[config.mk]
export PLATFORM = sky130hd
export DESIGN_NAME = msr_member_status
export DESIGN_NICKNAME = d
export VERILOG_FILES = /design/src/rtl/msr_pkg.sv /design/src/rtl/msr_member_status.sv
export VERILOG_INCLUDE_DIRS = /design/src /design/src/rtl
export SDC_FILE = /design/constraint.sdc
export NUM_CORES = 1
export LEC_CHECK = 0
export BUFFER_PORTS_ARGS = -buffer_cell sky130_fd_sc_hd__buf_4
export CAP_MARGIN = 20
export CELL_PAD_IN_SITES_DETAIL_PLACEMENT = 1
export CELL_PAD_IN_SITES_GLOBAL_PLACEMENT = 1
export CORE_MARGIN = 4
export CORE_UTILIZATION = 42
export CTS_CLUSTER_SIZE = 14
export DETAILED_ROUTE_END_ITERATION = 16
export PLACE_DENSITY = 0.72
export SETUP_SLACK_MARGIN = 0.2
export SLEW_MARGIN = 40
export SYNTH_ARGS = -nofsm -noshare
export SYNTH_HDL_FRONTEND = slang
export SYNTH_SLANG_ARGS = --single-unit
[constraint.sdc]
create_clock -name clk_sys_i -period 16.3 [get_ports clk_sys_i]
set_input_delay 3.26 -clock clk_sys_i [delete_from_list [all_inputs] [get_ports clk_sys_i]]
set_output_delay 3.26 -clock clk_sys_i [all_outputs]
set_load 0.03 [all_outputs]
[src/rtl/msr_map.svh]
`ifndef MSR_MAP_SVH
`define MSR_MAP_SVH

// Byte addresses of the 32-bit words; bit 1 picks the halfword in 16-bit mode.
`define MSR_FLAG_LO_ADDR 11'h428
`define MSR_FLAG_HI_ADDR 11'h42C
`define MSR_MASK_LO_ADDR 11'h440
`define MSR_MASK_HI_ADDR 11'h444
`define MSR_WORD_LSB 2
`define MSR_HALF_BIT 1
`define MSR_FLAGS_RESET 64'h0
`define MSR_MASK_RESET 64'h0
`define MSR_RUN_LENGTH 2'h3
`define MSR_RUN_FIRST 2'h1
`define MSR_ZERO_WORD 32'h0
`define MSR_ZERO_HALF 16'h0

`endif

[src/rtl/msr_pkg.sv]
package msr_pkg;

  typedef struct packed {
    logic [10:0] addr;
    logic rd;
    logic wr;
    logic [31:0] wdata;
  } msr_host_req_type;

  typedef struct packed {
    logic valid;
    logic [5:0] station_address;
    logic established;
  } msr_obs_type;

  typedef struct packed {
    logic start;
    logic [5:0] station_address;
  } msr_slot_type;

  typedef enum logic [1:0] {
    MSR_SEL_NONE,
    MSR_SEL_FLAG,
    MSR_SEL_MASK
  } msr_sel_type;

endpackage

[src/rtl/msr_member_status.sv]
`timescale 1ns/1ps
`include "msr_map.svh"

// Operation
// - Three consecutive established observations set the station's member flag.
// - Three consecutive unestablished observations clear the station's member flag.
// - Flag bit n belongs to station address n, bits 0 through 63.
// - Outside hold, flags change only at the start of the own station time slot.
// - Start bit low and hold mode high keep every flag at zero.
// - Each group mask bit selects the flag bit at the same position.
// - In 16-bit mode the halfword addresses swap with endianness.
module msr_member_status #(
  parameter int STATIONS = 64
)
(
  input wire logic clk_sys_i,
  input wire logic reset_i,
  input wire msr_pkg::msr_host_req_type host_req_i,
  input wire logic bus16_i,
  input wire logic big_endian_i,
  input wire msr_pkg::msr_obs_type obs_i,
  input wire msr_pkg::msr_slot_type slot_i,
  input wire logic [5:0] own_station_address_i,
  input wire logic sys_start_i,
  input wire logic member_hold_mode_i,
  output logic [31:0] host_rdata_o,
  output logic [STATIONS-1:0] member_flag_o,
  output logic [STATIONS-1:0] member_group_flags_o,
  output logic member_group_any_o
);
  import msr_pkg::*;

  // ==========================================================
  // Address decode
  // ==========================================================
  function automatic msr_sel_type word_sel(input logic [10:0] addr);
    logic [10:0] word_addr;
    begin
      word_addr = {addr[10:`MSR_WORD_LSB], 2'h0};
      if (word_addr == `MSR_FLAG_LO_ADDR || word_addr == `MSR_FLAG_HI_ADDR)
        word_sel = MSR_SEL_FLAG;
      else if (word_addr == `MSR_MASK_LO_ADDR || word_addr == `MSR_MASK_HI_ADDR)
        word_sel = MSR_SEL_MASK;
      else
        word_sel = MSR_SEL_NONE;
    end
  endfunction

  // Big-endian places bits 15..0 at the higher halfword address.
  function automatic logic low_half_sel(input logic [10:0] addr, input logic big);
    low_half_sel = (addr[`MSR_HALF_BIT] == big);
  endfunction

  function automatic logic upper_word(input logic [10:0] addr);
    upper_word = addr[`MSR_WORD_LSB];
  endfunction

  // ==========================================================
  // State
  // ==========================================================
  logic [STATIONS-1:0] member_flag_reg;
  logic [STATIONS-1:0] member_flag_next;
  logic [STATIONS-1:0] pending_reg;
  logic [STATIONS-1:0] pending_next;
  logic [STATIONS-1:0] run_level_reg;
  logic [STATIONS-1:0] run_level_next;
  logic [1:0] run_count_reg [STATIONS];
  logic [1:0] run_count_next [STATIONS];
  logic [STATIONS-1:0] member_group_mask_reg;
  logic [STATIONS-1:0] member_group_mask_next;
  logic [31:0] rdata_reg;
  logic [31:0] rdata_next;
  logic [STATIONS-1:0] group_flags_reg;
  logic [STATIONS-1:0] group_flags_next;
  logic group_any_reg;
  logic group_any_next;

  logic held;
  assign held = !sys_start_i && member_hold_mode_i;

  // ==========================================================
  // Membership tracking
  // ==========================================================
  always_comb
  begin
    logic hit;
    hit = 1'b0;
    pending_next = pending_reg;
    run_level_next = run_level_reg;
    run_count_next = run_count_reg;
    member_flag_next = member_flag_reg;
    for (int s = 0; s < STATIONS; s++)
    begin
      hit = obs_i.valid && (obs_i.station_address == 6'(s));
      if (hit)
      begin
        if (obs_i.established != run_level_reg[s])
        begin
          // A contradicting observation starts a fresh run of one.
          run_level_next[s] = obs_i.established;
          run_count_next[s] = `MSR_RUN_FIRST;
        end
        else if (run_count_reg[s] != `MSR_RUN_LENGTH)
        begin
          run_count_next[s] = run_count_reg[s] + 2'h1;
        end
        if (obs_i.established == run_level_reg[s] &&
            run_count_reg[s] + 2'h1 >= `MSR_RUN_LENGTH)
        begin
          pending_next[s] = obs_i.established;
        end
      end
    end
    if (slot_i.start && slot_i.station_address == own_station_address_i)
    begin
      member_flag_next = pending_next;
    end
    if (held)
    begin
      // Runs are dropped too, so release starts counting from scratch.
      member_flag_next = `MSR_FLAGS_RESET;
      pending_next = `MSR_FLAGS_RESET;
      run_level_next = `MSR_FLAGS_RESET;
      for (int s = 0; s < STATIONS; s++)
      begin
        run_count_next[s] = 2'h0;
      end
    end
  end

  // ==========================================================
  // Host access
  // ==========================================================
  always_comb
  begin
    logic [31:0] word;
    logic [31:0] merged;
    msr_sel_type sel;
    sel = word_sel(host_req_i.addr);
    word = `MSR_ZERO_WORD;
    merged = `MSR_ZERO_WORD;
    member_group_mask_next = member_group_mask_reg;
    rdata_next = rdata_reg;
    case (sel)
      MSR_SEL_FLAG:
      begin
        word = upper_word(host_req_i.addr) ? member_flag_reg[63:32] : member_flag_reg[31:0];
      end
      MSR_SEL_MASK:
      begin
        word = upper_word(host_req_i.addr) ? member_group_mask_reg[63:32]
                                           : member_group_mask_reg[31:0];
      end
      default:
      begin
        word = `MSR_ZERO_WORD;
      end
    endcase
    if (host_req_i.rd)
    begin
      if (!bus16_i)
        rdata_next = word;
      else if (low_half_sel(host_req_i.addr, big_endian_i))
        rdata_next = {`MSR_ZERO_HALF, word[15:0]};
      else
        rdata_next = {`MSR_ZERO_HALF, word[31:16]};
    end
    // The flag words are read-only; writes to them are dropped.
    if (host_req_i.wr && sel == MSR_SEL_MASK)
    begin
      if (!bus16_i)
        merged = host_req_i.wdata;
      else if (low_half_sel(host_req_i.addr, big_endian_i))
        merged = {word[31:16], host_req_i.wdata[15:0]};
      else
        merged = {host_req_i.wdata[15:0], word[15:0]};
      if (upper_word(host_req_i.addr))
        member_group_mask_next[63:32] = merged;
      else
        member_group_mask_next[31:0] = merged;
    end
    group_flags_next = member_flag_reg & member_group_mask_reg;
    group_any_next = |group_flags_next;
  end

  always_ff @(posedge clk_sys_i or posedge reset_i)
  begin
    if (reset_i)
    begin
      member_flag_reg <= `MSR_FLAGS_RESET;
      pending_reg <= `MSR_FLAGS_RESET;
      run_level_reg <= `MSR_FLAGS_RESET;
      for (int s = 0; s < STATIONS; s++)
      begin
        run_count_reg[s] <= 2'h0;
      end
      member_group_mask_reg <= `MSR_MASK_RESET;
      rdata_reg <= `MSR_ZERO_WORD;
      group_flags_reg <= `MSR_FLAGS_RESET;
      group_any_reg <= 1'b0;
    end
    else
    begin
      member_flag_reg <= member_flag_next;
      pending_reg <= pending_next;
      run_level_reg <= run_level_next;
      run_count_reg <= run_count_next;
      member_group_mask_reg <= member_group_mask_next;
      rdata_reg <= rdata_next;
      group_flags_reg <= group_flags_next;
      group_any_reg <= group_any_next;
    end
  end

  assign host_rdata_o = rdata_reg;
  assign member_flag_o = member_flag_reg;
  assign member_group_flags_o = group_flags_reg;
  assign member_group_any_o = group_any_reg;

endmodule

Word level (Yosys, flattened, before mapping)
Index checks and enable logic that the tools add are counted.
{ "classes": {"order_cmp": 64, "n_mux": 462, "eq_ne": 263, "addsub": 64, "n_bitwise": 2, "n_reduce_logical": 459} }
{ "op_table": {"columns": ["operator", "n"], "rows": [
  ["$mux W2", 194],
  ["$reduce_and A2 Y1", 130],
  ["$reduce_bool A2 Y1", 129],
  ["$mux W1", 256],
  ["$mux W64", 4],
  ["$eq A6 B6 Y1 const B", 32],
  ["$reduce_bool A3 Y1", 64],
  ["$mux W32", 5],
  ["$logic_and A1 B1 Y1", 131],
  ["$add A2 B1 Y2 const B", 64],
  ["$ge A2 B2 Y1 const B", 64],
  ["$mux W128", 1],
  ["$ne A2 B2 Y1 const B", 64],
  ["$eq A6 B5 Y1 const B", 16],
  ["$eq A1 B1 Y1", 65],
  ["$and A64 B64 Y64", 1],
  ["$ne A1 B1 Y1", 64],
  ["$pmux W32 S2", 1],
  ["$reduce_or A64 Y1", 1],
  ["$eq A6 B4 Y1 const B", 8],
  ["$eq A9 B9 Y1 const B", 4],
  ["$eq A6 B3 Y1 const B", 4],
  ["$mux W16", 1],
  ["$eq A6 B2 Y1 const B", 2],
  ["other kinds (8)", 9]
]} }
{ "word_totals": {"in_bits": 72, "elab_cells": 1449, "ff_bits": 481, "output_inout_bits": 161} }

Longest topological paths before layout
{ "logic_depth": {"depth_word": 8, "ltp_mapped": 8, "mapped_depth_nobuf": 6} }

Least setup slack after synthesis
Ideal clock, no wire load.
{ "synth_path": {"path_type": "input-to-reg", "start": "in host_req_i[41] in the netlist's numbering", "end": "reg member_group_mask_reg[51]", "path_stages": 7, "setup_ps": 125, "path_buffers": 3, "slack_ps": 11312, "arrival_ps": 4863, "required_time_ps": 16175, "path_cell_list": "or4b_1 buf_2 nor2_4 and3_1 buf_2 buf_4 mux2_2"} }
{ "synth_between": {"elab_chain_cells": 8, "elab_cells_between_ends": 15, "classes_between": "6 x eq/ne; 5 x mux; 4 x reduce/logical"} }
{ "synth_rtl": {"columns": ["item", "line", "text"], "rows": [
  ["start, declared", "msr_member_status.sv:18", "input wire msr_pkg::msr_host_req_type host_req_i,"],
  ["$eq A9 B9 Y1 (no line)", null, null],
  ["$logic_or A1 B1 Y1 (no line)", null, null],
  ["$mux W2", "msr_member_status.sv:42", "else if (word_addr == `MSR_MASK_LO_ADDR || word_addr == `MSR_MASK_HI_ADDR)"],
  ["$mux W2 (*)", "msr_member_status.sv:40", "if (word_addr == `MSR_FLAG_LO_ADDR || word_addr == `MSR_FLAG_HI_ADDR)"],
  ["$eq A2 B2 Y1 or $eq A2 B1 Y1 (tied branches)", "msr_member_status.sv:144, msr_member_status.sv:169", null],
  ["$pmux W32 S2", "msr_member_status.sv:144", "case (sel)"],
  ["$mux W32", "msr_member_status.sv:173", "else if (low_half_sel(host_req_i.addr, big_endian_i))"],
  ["$mux W32", "msr_member_status.sv:171", "if (!bus16_i)"],
  ["end signal, assigned", "msr_member_status.sv:197", "member_group_mask_reg <= `MSR_MASK_RESET;"],
  ["end signal, assigned", "msr_member_status.sv:208", "member_group_mask_reg <= member_group_mask_next;"],
  ["end, declared", "msr_member_status.sv:69", "logic [STATIONS-1:0] member_group_mask_reg;"]
]} }
Mark *: on every way between the ends. The rest lies on a longest branch, timed or not.
A chain may end at the register's enable or synchronous reset.

Worst setup path after layout
{ "layout_path": {"start": "in host_req_i[41] in the netlist's numbering", "end": "reg member_group_mask_reg[49]"} }
Same word-level chain as after synthesis.

==> results by group <==
STA
  • RSZ-0062 raised after global routing: no
  • Slew headroom: 0.3640
  • Max Freq: 194.7 MHz
  • Fin. max-slew vios: 0
  • Final Hold Viols: 0
  • Min Tclk post-route: 5.135 ns
  • Tcrit/Tclk final: 0.3151
  • # setup viols final: 0
  • Slew @ Worst Pin: 0.9540 ns
  • Max Clock Skew: 0.02132 ns
  • TNS Setup: 0 ns

Worst setup path
  • Worst R2R Path Depth: 4
  • Reg-to-Reg Start: member_flag_o[13]
  • Max Fanout on Critical Path: 32
  • Crit-path cells: buf_4 -> or4b_1 -> nor2_4 -> and3_1 -> buf_4 -> mux2_2
  • Worst Path Buf+Inv: 2
  • Critical path capture point type: flip-flop
  • CP dominant cell by count: buf_4
  • Setup CP Type: input port to flip-flop
  • Slowest CP cell: or4b_1
  • Crit-path max cell delay: 0.76 ns
  • FF-to-FF End: member_group_any_o
  • Critical path startpoint: host_req_i[41]
  • Critical Path RT: 16.78 ns
  • Worst setup SP type: input port
  • CP Data Arrival Time: 5.62 ns
  • R2R setup slack: 14.13 ns
  • CP delay by family, top: simple AND/OR/NAND/NOR gates

Detailed routing
  • Vias: 21331
  • Drt pass-1 iters: 5
  • Drt total wl: 89100 um
  • Via density per instance: 6.179
  • Post-route ant nets: 0
  • Wire length per cell: 25.81 um
  • Initial DRC Count: 1468
  • Drt drc: 0

Synthesis
  • Sequential area share after synthesis: 0.4748
  • Yosys warns: 0
  • Synth Instances: 2497
  • EDFF count, synth: 0
  • Cell area after synthesis: 0.02535 mm^2
  • Asr flop ratio synth: 1.000
  • Syn Nets: 2697
  • Number of synthesized register bits: 481
  • Synthesized area per cell: 10.15 um^2
  • Post-synth top flop: dfrtp_1
  • Unique cell type count in the Yosys netlist: 64

Floorplan
  • Die Wd: 253.7 um
  • Rows: 89
  • Total Die Area: 0.06435 mm^2
  • Height of the die: 253.7 um
  • CORE AREA: 0.05935 mm^2
  • Num ports: 233
  • Initial core utilization: 0.4271

CTS
  • Reg clk slew, reported paths: 0.06 ns
  • Quantity of gates resized following cts: 0
  • Hold buffers post-CTS: 0
  • H-tree depth: 2
  • TritonCTS clock tree: done
  • TritonCTS Sinks: 481
  • Post-CTS setup buffer count: 0
  • Insertion delay to the later sink of the worst-skew pair: 0.61 ns
  • Clk buf depth: 3
  • CTS Root Cell: clkbuf_16
  • Num CTS Buffers: 53

GRT
  • Largest net degree at the start of global routing: 116
  • Vias in the first global route: 22850
  • Initial antenna violation count: 3
  • First-pass GRT wire length: 137000 um
  • Grt ovf: 0
  • All-Layer GR Usage: 0.2724

Power and ir drop
  • Power Density: 89.95 mW/mm^2
  • Max VDD drop: 0.07286 mV
  • Leakage: 14.19 nW
  • Total Power: 2.663 mW

Worst hold path
  • Hold Path Sink: host_rdata_o[21]
  • Hold Path Class: flip-flop to flip-flop
  • Min-Delay Path Depth: 1
  • Worst Hold Launch: host_rdata_o[21]

Final layout
  • Share of post-route cells with drive strength above 1: 0.1636
  • Commonest cells after routing, fill and taps aside: dfrtp_1, buf_4, a21oi_1
  • Final nets: 2836
  • Max reg flops: 128
  • FILL cells: 6433
  • Area Overhead vs Synth: 16.78%
  • Most common cell after layout, fill and taps aside: dfrtp_1

Placed design
  • GP Congestion: 0.9097
  • Buffers on Ports: 231
  • Final HPWL DP: 60580 um

Flow run
  • Max-cap violations: 0

Status
  • Outcome: completed
[final cells by class]
type                            count  area (um^2)  share of cell area
Antenna cell                        2        5.005           0.0001691
Clock buffer                       71         1505             0.05085
Clock inverter                     25        269.0            0.009087
Inverter                          183        690.7             0.02333
Multi-Input combinational cell   1643        11900              0.4021
Sequential cell                   481        12040              0.4066
Tap cell                          773        967.2             0.03267
Timing Repair Buffer              274         2225             0.07515
[report_power, final]
| part | switching, mW | total (mW) | internal [mW] |
|---|---|---|---|
| registers | 0.0122 | 1.22 | 1.21 |
| clock network | 0.521 | 1.25 | 0.726 |
| logic | 0.140 | 0.196 | 0.0559 |
| total | 0.674 | 2.66 | 1.99 |
[worst max-delay path by stage]
stage                                endpoint  slack [ns]  cells after the start
floorplan                     host_rdata_o[0]        6.52                      1
global placement    member_group_mask_reg[51]       10.15                      6
detailed placement  member_group_mask_reg[49]       10.14                      6
CTS                 member_group_mask_reg[49]       10.78                      6
global route         member_group_mask_reg[6]       10.96                      6
finish              member_group_mask_reg[49]       11.16                      6
[cells by family after synthesis]
family | count (synthesis) | synth area share
mux | 97 | 0.03988
flops | 481 | 0.4748
simple gates | 600 | 0.1329
buf+inv | 373 | 0.05829
xor+xnor | 71 | 0.02453
fa+ha+maj | 128 | 0.06318
compound gates | 747 | 0.2064
[layer usage]
layer,GRT usage,vias to the layer above,share of wire
met5,0,-,0.00011
met4,0.1000,2,0.038
met3,0.04657,167,0.060
met2,0.4693,622,0.49
met1,0.3462,11154,0.41
li1,-,9386,-
[synth_stat cells, drive strengths merged, types with 4 or more instances]
cell | count | area share
a21oi | 217 | 0.043
xor2 | 68 | 0.023
o21ai | 102 | 0.020
a221o | 16 | 0.0063
a21o | 8 | 0.0024
a22oi | 37 | 0.011
and4b | 4 | 0.0016
nand4bb | 6 | 0.0027
dfrtp | 481 | 0.47
o211ai | 76 | 0.023
o31ai | 9 | 0.0027
or4b | 6 | 0.0024
and2 | 65 | 0.016
clkbuf | 122 | 0.018
ha | 128 | 0.063
nand2 | 48 | 0.0071
nand3 | 96 | 0.019
nand4b | 5 | 0.0017
mux2i | 65 | 0.026
mux2 | 32 | 0.014
nand4 | 26 | 0.0064
inv | 183 | 0.027
a22o | 16 | 0.0055
or4 | 47 | 0.014
nor2b | 17 | 0.0042
o22ai | 32 | 0.0079
o41a | 23 | 0.010
or3 | 9 | 0.0022
a41o | 62 | 0.024
o221ai | 18 | 0.0062
nor4 | 36 | 0.010
or3b | 11 | 0.0038
nor2 | 198 | 0.030
buf | 68 | 0.013
and4bb | 6 | 0.0030
a21boi | 21 | 0.0062
o2bb2ai | 64 | 0.022
nor4b | 7 | 0.0047
a2bb2oi | 41 | 0.014
[metrics by stage]
stage	utilization	setup slack (ns)	hold slack, ns	instances	cell area (um^2)
2_1_floorplan	-	6.521	0.4852	2497	25350
3_3_place_gp	0.4645	10.15	0.5006	3341	27570
3_5_place_dp	0.4674	10.14	0.4982	3351	27740
4_1_cts	0.4973	10.78	0.5145	3447	29520
5_1_grt	0.4987	10.96	0.5306	3450	29600
6_report	0.4987	11.16	0.5137	3452	29600
Note: power is estimated with default switching activity, not from simulation.
